### config.mk
export PLATFORM = sky130hd
export DESIGN_NAME = cec_if_then_unit
export DESIGN_NICKNAME = d
export VERILOG_FILES = /design/src/rtl/cec_pkg.sv /design/src/rtl/cec_cond_eval.sv /design/src/rtl/cec_if_then_unit.sv
export VERILOG_INCLUDE_DIRS = /design/src /design/src/rtl
export SDC_FILE = /design/constraint.sdc
export NUM_CORES = 1
export LEC_CHECK = 0
export ABC_AREA = 1
export BUFFER_PORTS_ARGS = -buffer_cell sky130_fd_sc_hd__buf_2
export CORE_MARGIN = 10
export CORE_UTILIZATION = 47
export CTS_CLUSTER_DIAMETER = 120
export DETAILED_ROUTE_END_ITERATION = 8
export PLACE_DENSITY = 0.92
export SYNTH_ARGS = -nofsm -noshare
export SYNTH_HDL_FRONTEND = slang
export SYNTH_HIERARCHICAL = 1
export SYNTH_SLANG_ARGS = --single-unit
### constraint.sdc
create_clock -name sys_clk -period 3.91 [get_ports sys_clk]
set_clock_uncertainty 0.2 [all_clocks]
set_input_delay 0.5865 -clock sys_clk [delete_from_list [all_inputs] [get_ports sys_clk]]
set_output_delay 0.5865 -clock sys_clk [all_outputs]
set_load 0.01 [all_outputs]
### src/rtl/cec_regs.svh
// offsets, field positions, reset values and codes of the if-then unit
`ifndef CEC_REGS_SVH
`define CEC_REGS_SVH

`define CEC_ADDR_W 8
`define CEC_DATA_W 32

`define CEC_OFF_STATE 8'h00
`define CEC_OFF_STATUS 8'h04

`define CEC_STATE_RST 8'h00
`define CEC_STATUS_INSIDE 0
`define CEC_STATUS_FINAL 1
`define CEC_STATUS_BPASS 2

`define CEC_COND_AL 4'hE
`define CEC_COND_NV 4'hF
`define CEC_LAST_SLOT 4'h8

`define CEC_BASE_EQ 3'h0
`define CEC_BASE_CS 3'h1
`define CEC_BASE_MI 3'h2
`define CEC_BASE_VS 3'h3
`define CEC_BASE_HI 3'h4
`define CEC_BASE_GE 3'h5
`define CEC_BASE_GT 3'h6
`define CEC_BASE_AL 3'h7

`define CEC_RESP_OKAY 2'h0
`define CEC_RESP_SLVERR 2'h2

`endif

### src/rtl/cec_pkg.sv
// types shared by the if-then unit and its condition evaluator
package cec_pkg;

  typedef logic [7:0] cec_state_t;

  typedef struct packed {
    logic n;
    logic z;
    logic c;
    logic v;
  } cec_flags_s;

  typedef struct packed {
    logic valid;
    logic done;
    logic isItInst;
    logic [3:0] itFirstCond;
    logic [3:0] itMask;
    logic isCondBranch;
    logic [3:0] branchCond;
    logic isUndefined;
    logic branchTaken;
  } cec_inst_s;

endpackage

### src/rtl/cec_cond_eval.sv
// four-bit condition against the n, z, c, v flags
`include "cec_regs.svh"

module cec_cond_eval
  import cec_pkg::*;
(
  // condition and flags
  input wire logic [3:0] condSel,
  input wire cec_flags_s flags,
  // outcome
  output logic passOut
);

  logic baseTest;

  always_comb begin
    case (condSel[3:1])
      `CEC_BASE_EQ: baseTest = flags.z;
      `CEC_BASE_CS: baseTest = flags.c;
      `CEC_BASE_MI: baseTest = flags.n;
      `CEC_BASE_VS: baseTest = flags.v;
      `CEC_BASE_HI: baseTest = flags.c && !flags.z;
      `CEC_BASE_GE: baseTest = (flags.n == flags.v);
      `CEC_BASE_GT: baseTest = (flags.n == flags.v) && !flags.z;
      `CEC_BASE_AL: baseTest = 1'b1;
      default: baseTest = 1'b1;
    endcase
  end

  // 1111 is not inverted, so it also executes always
  assign passOut = (condSel[0] && (condSel != `CEC_COND_NV)) ? !baseTest : baseTest;

endmodule

### src/rtl/cec_if_then_unit.sv
// if-then state holder, condition selection and check, AXI4-Lite register slave
//
// Chosen here: register access over AXI4-Lite and the placing of the registers.
`include "cec_regs.svh"

module cec_if_then_unit
  import cec_pkg::*;
(
  // clock and reset
  input wire logic sys_clk,
  input wire logic rst,
  // pipeline side
  input wire cec_inst_s instIn,
  input wire cec_flags_s appStatusFlags,
  output logic [3:0] activeConditionSelect,
  output logic conditionCheckResult,
  output logic undefAsNop,
  output logic undefException,
  output logic insideBlockFlag,
  output logic finalBlockSlotFlag,
  output cec_state_t ifThenState,
  // axi4-lite write address
  input wire logic s_axi_awvalid,
  output logic s_axi_awready,
  input wire logic [`CEC_ADDR_W-1:0] s_axi_awaddr,
  // axi4-lite write data
  input wire logic s_axi_wvalid,
  output logic s_axi_wready,
  input wire logic [`CEC_DATA_W-1:0] s_axi_wdata,
  input wire logic [3:0] s_axi_wstrb,
  // axi4-lite write response
  output logic s_axi_bvalid,
  input wire logic s_axi_bready,
  output logic [1:0] s_axi_bresp,
  // axi4-lite read address
  input wire logic s_axi_arvalid,
  output logic s_axi_arready,
  input wire logic [`CEC_ADDR_W-1:0] s_axi_araddr,
  // axi4-lite read data
  output logic s_axi_rvalid,
  input wire logic s_axi_rready,
  output logic [`CEC_DATA_W-1:0] s_axi_rdata,
  output logic [1:0] s_axi_rresp
);

  ////////////////////////////////////////////////////////////////////////////
  // declarations

  cec_state_t ifThenState_r;
  cec_state_t ifThenState_nxt;
  cec_state_t blockStateStep;
  cec_state_t itLoadVal;
  logic blockPass;
  logic completes;
  logic alwaysBranch;
  logic swStateWrite;

  logic awHeld_r;
  logic [`CEC_ADDR_W-1:0] awAddr_r;
  logic wHeld_r;
  logic [`CEC_DATA_W-1:0] wData_r;
  logic [3:0] wStrb_r;
  logic bValid_r;
  logic [1:0] bResp_r;
  logic rValid_r;
  logic [`CEC_DATA_W-1:0] rData_r;
  logic [1:0] rResp_r;
  logic doWrite;
  logic [`CEC_ADDR_W-1:0] wrWord;
  logic [`CEC_ADDR_W-1:0] rdWord;

  ////////////////////////////////////////////////////////////////////////////
  // condition selection and evaluation

  assign activeConditionSelect = instIn.isCondBranch ? instIn.branchCond : ifThenState_r[7:4];

  cec_cond_eval u_active_eval (
    .condSel(activeConditionSelect),
    .flags(appStatusFlags),
    .passOut(conditionCheckResult)
  );

  // block condition alone, needed when a branch carries its own field
  cec_cond_eval u_block_eval (
    .condSel(ifThenState_r[7:4]),
    .flags(appStatusFlags),
    .passOut(blockPass)
  );

  assign alwaysBranch = instIn.isCondBranch && (instIn.branchCond == `CEC_COND_AL);

  // a failed block check turns both cases into a silent nop
  assign undefException = instIn.valid &&
    ((instIn.isUndefined && conditionCheckResult) ||
     (alwaysBranch && !(insideBlockFlag && !blockPass)));

  assign undefAsNop = instIn.valid &&
    ((instIn.isUndefined && !conditionCheckResult) ||
     (alwaysBranch && insideBlockFlag && !blockPass));

  ////////////////////////////////////////////////////////////////////////////
  // if-then state

  assign insideBlockFlag = (ifThenState_r[3:0] != 4'h0);
  assign finalBlockSlotFlag = (ifThenState_r[3:0] == `CEC_LAST_SLOT);
  assign ifThenState = ifThenState_r;

  assign completes = instIn.valid && instIn.done;
  assign itLoadVal = {instIn.itFirstCond, instIn.itMask};

  // last slot has bits 2 to 0 clear, so stepping out leaves all zero
  assign blockStateStep = (ifThenState_r[2:0] == 3'h0) ? `CEC_STATE_RST :
    {ifThenState_r[7:5], ifThenState_r[3:0], 1'b0};

  always_comb begin
    ifThenState_nxt = ifThenState_r;
    if (completes && instIn.isItInst) begin
      ifThenState_nxt = itLoadVal;
    end else if (completes && instIn.branchTaken) begin
      ifThenState_nxt = `CEC_STATE_RST;
    end else if (completes && insideBlockFlag) begin
      ifThenState_nxt = blockStateStep;
    end else if (swStateWrite) begin
      // pipeline updates win; a debugger write during a load, a taken branch or an in-block step is lost
      ifThenState_nxt = wData_r[7:0];
    end
  end

  always_ff @(posedge sys_clk) begin
    if (rst) begin
      ifThenState_r <= `CEC_STATE_RST;
    end else begin
      ifThenState_r <= ifThenState_nxt;
    end
  end

  ////////////////////////////////////////////////////////////////////////////
  // axi4-lite write path

  assign s_axi_awready = !awHeld_r && !bValid_r;
  assign s_axi_wready = !wHeld_r && !bValid_r;
  assign doWrite = awHeld_r && wHeld_r && !bValid_r;
  assign wrWord = {awAddr_r[`CEC_ADDR_W-1:2], 2'b00};
  assign swStateWrite = doWrite && (wrWord == `CEC_OFF_STATE) && wStrb_r[0];
  assign s_axi_bvalid = bValid_r;
  assign s_axi_bresp = bResp_r;

  always_ff @(posedge sys_clk) begin
    if (rst) begin
      awHeld_r <= 1'b0;
      awAddr_r <= '0;
    end else if (s_axi_awvalid && s_axi_awready) begin
      awHeld_r <= 1'b1;
      awAddr_r <= s_axi_awaddr;
    end else if (doWrite) begin
      awHeld_r <= 1'b0;
    end
  end

  always_ff @(posedge sys_clk) begin
    if (rst) begin
      wHeld_r <= 1'b0;
      wData_r <= '0;
      wStrb_r <= 4'h0;
    end else if (s_axi_wvalid && s_axi_wready) begin
      wHeld_r <= 1'b1;
      wData_r <= s_axi_wdata;
      wStrb_r <= s_axi_wstrb;
    end else if (doWrite) begin
      wHeld_r <= 1'b0;
    end
  end

  always_ff @(posedge sys_clk) begin
    if (rst) begin
      bValid_r <= 1'b0;
      bResp_r <= `CEC_RESP_OKAY;
    end else if (doWrite) begin
      bValid_r <= 1'b1;
      // status is read-only: writes there are ignored but accepted
      bResp_r <= ((wrWord == `CEC_OFF_STATE) || (wrWord == `CEC_OFF_STATUS)) ?
        `CEC_RESP_OKAY : `CEC_RESP_SLVERR;
    end else if (s_axi_bready) begin
      bValid_r <= 1'b0;
    end
  end

  ////////////////////////////////////////////////////////////////////////////
  // axi4-lite read path

  assign s_axi_arready = !rValid_r;
  assign rdWord = {s_axi_araddr[`CEC_ADDR_W-1:2], 2'b00};
  assign s_axi_rvalid = rValid_r;
  assign s_axi_rdata = rData_r;
  assign s_axi_rresp = rResp_r;

  always_ff @(posedge sys_clk) begin
    if (rst) begin
      rValid_r <= 1'b0;
      rData_r <= '0;
      rResp_r <= `CEC_RESP_OKAY;
    end else if (s_axi_arvalid && s_axi_arready) begin
      rValid_r <= 1'b1;
      rResp_r <= `CEC_RESP_OKAY;
      rData_r <= '0;
      if (rdWord == `CEC_OFF_STATE) begin
        rData_r[7:0] <= ifThenState_r;
      end else if (rdWord == `CEC_OFF_STATUS) begin
        rData_r[`CEC_STATUS_INSIDE] <= insideBlockFlag;
        rData_r[`CEC_STATUS_FINAL] <= finalBlockSlotFlag;
        rData_r[`CEC_STATUS_BPASS] <= blockPass;
      end else begin
        rResp_r <= `CEC_RESP_SLVERR;
      end
    end else if (s_axi_rready) begin
      rValid_r <= 1'b0;
    end
  end
endmodule

==> results.cfg <==
[status]
status = completed

[yosys]
synth-compound-area-share_pct = 13.2
synth_top_family_by_area = simple AND/OR/NAND/NOR gates
yosys.area_share.xor_xnor_pct = 0.765
synth_top_area_cell = dfxtp_1
synth.area.top_cells = dfxtp_1, nand2_1, nor2_1, buf_4, inv_1
syn_avg_cell_area_um2 = 6.49
synth.area.mux_share_pct = 1.48
synthFlopType = dfxtp_1
synthCells = 353
synth-edff-count = 0
synth_commonest_cells = nand2_1, nor2_1, inv_1
ys_ff_latch = 37
synth_cell_type_count = 29
yosysMostFrequentCell = nand2_1
ys_warn_count = 6
yosysTopAreaCellShare_pct = 32.3
yosys.area_share.simple_pct = 34.6
async_flop_share_pct = 0
syn-cell-area_mm2 = 0.00229
synthAdderAreaFrac_pct = 0
synth-seq-area-share_pct = 32.3

[timing]
fmax_mhz = 304
relSlewSlack_pct = 50.6
fin_tns_setup_ps = 0
hold_ws_ps = 254
tightest_slew_ps = 733
finalCritPeriodShare_pct = 84.2
drv_slew = 0
hold_viol = 0
setup_viol = 0
rsz0062_at_grt = false
min_period_ps = 3290

[worst_setup_path]
critPathRequiredTime_ps = 3120
rrSetupSlack_ps = 2140
startpoint = ifThenState[5]
critPathKind = reg2out
reg2regPathDepth = 13
rr_endpoint = s_axi_rdata[2]
endpoint = undefAsNop
r2r_start = ifThenState[5]
cp-start-kind = flip-flop
end_kind = primary output
crit_fanout = 10
arrival_ps = 2510

[worst_hold_path]
hp-class = reg2reg

[grt]
grt_usage_pct = 14.4
globalRouteOverflowTotal = 0
grt_max_degree = 26
grt_antenna_before_repair = 0
grt_pass1_wl_um = 10100
grt_pass1_vias = 2214

[placement]
place_congestion = 0.809
port_buffers = 81
dp_hpwl_um = 4960
dp.cells = 493

[pwr]
peakVddDrop_v = 0.000259
powerDensity_mw_per_mm2 = 351
p_leak_nw = 1.46

[clocking]
cts.sinks = 37
cts_hold_buf = 0
cts_max_level = 2
cts_tree = yes
cts.clk_slew.worst_paths_ps = 70
cts_setup_buffers = 0
clk_latency_ps = 290
cts_buffer_depth = 2
cts-root-buf = clkbuf_8
postCtsResizedCells = 0
cts_made_buffers = 5

[floorplanning]
die_width_um = 89.8
die_area_mm2 = 0.00806
start_util_pct = 48.5
num_io_pins = 139
die_y_um = 89.8
core.rowCount = 25
coreArea_mm2 = 0.00472

[routing]
drt-pass1-iter-count = 4
wl_um = 6090
wl_per_cell_um = 12.2
drc_errors = 0
drt_iter0_drc = 118
postRouteAntennaNets = 0
num_vias = 2325
vias_per_cell = 4.64

[cells_and_area]
drive_gt1_share_pct = 26.0
nets = 514
syn2layout_area_growth_pct = 18.9
antenna_cells = 0
fin_cells = 501

[run]
cap_violations = 0
power by group:
group | switching, mW | internal, mW | leakage (nW)
logic | 0.166 | 0.0986 | 1.12
clock network | 0.131 | 0.127 | 0.0395
registers | 0.0264 | 0.406 | 0.305
cells in the final DEF, fill, tap and decap left out, types with 2 or more instances in the layout:
cell type / count
conb_1: 26
xnor2_1: 2
clkbuf_8: 5
nand3_2: 4
o21ai_1: 4
nor2_2: 4
nand2_2: 8
inv_2: 3
nand3_1: 21
nand4_1: 3
a22oi_1: 5
mux2_2: 3
o21ai_0: 22
clkbuf_1: 3
buf_2: 81
inv_1: 41
a21oi_1: 23
nor2_1: 63
nand2_1: 68
dfxtp_1: 37
area by class of cell:
cell class	instances	area, um^2
Multi-Input combinational cell	263	1240
Timing Repair Buffer	81	405
Fill cell	455	2000
Inverter	45	169
Sequential cell	37	741
Clock buffer	8	80.1
Tap cell	67	83.8
stage by stage:
| stage | cell area, um^2 | total power, mW | utilization (%) | setup slack (ps) |
|---|---|---|---|---|
| after floorplan | 2380 | 0.635 | - | 979 |
| after global placement | 2640 | 0.695 | 55.9 | 873 |
| after detailed placement | 2640 | 0.703 | 55.9 | 795 |
| after CTS | 2720 | 0.955 | 57.6 | 611 |
| after global routing | 2720 | 1.01 | 57.6 | 290 |
| final | 2720 | 0.955 | 57.6 | 616 |
critical path, stage by stage (launching register included):
cell and delay, ps:
dfxtp_1 530, inv_1 70, o21ai_0 590, inv_1 160
nand3_1 110, nand2_1 50, nand2_1 60, nand2_1 60
nand2_1 70, nand3_1 70, nand2_1 100, inv_1 40
a21oi_1 120, nor2_1 50, buf_2 130
kinds of logic (layout without fill, tap and decap cells):
logic type | Yosys count | after routing
compound gates | 56 | 56
xor+xnor | 2 | 2
buf+inv | 78 | 134
flops | 37 | 37
mux | 3 | 3
other cells | 1 | 26
simple gates | 176 | 176
worst min-delay path by stage:
stage	startpoint	end	slack, ps	depth (start not counted)
5_1_grt	awAddr_r[4]	awAddr_r[4]	280	2
3_3_place_gp	awAddr_r[6]	awAddr_r[6]	240	2
6_report	awAddr_r[4]	awAddr_r[4]	250	2
3_5_place_dp	awAddr_r[4]	awAddr_r[4]	250	2
2_1_floorplan	awAddr_r[5]	awAddr_r[5]	230	2
4_1_cts	awAddr_r[4]	awAddr_r[4]	260	2
flip-flops by register name (all words and copies together), names as in the netlist:
register and count:
s_axi_rvalid 1, wStrb_r 1, ifThenState 8, s_axi_bvalid 1, s_axi_rdata 8, awAddr_r 6, wData_r 8, wHeld_r 1
s_axi_bresp 1, awHeld_r 1, s_axi_rresp 1
metal layers:
layer / part of all wire, % / GRT usage, %
met5: 0 / 0
met1: 43 / 15.9
met3: 7.8 / 4.74
met2: 49 / 25.3
met4: 1.1 / 4.18
No activity file was read; power rests on OpenSTA's default activity.
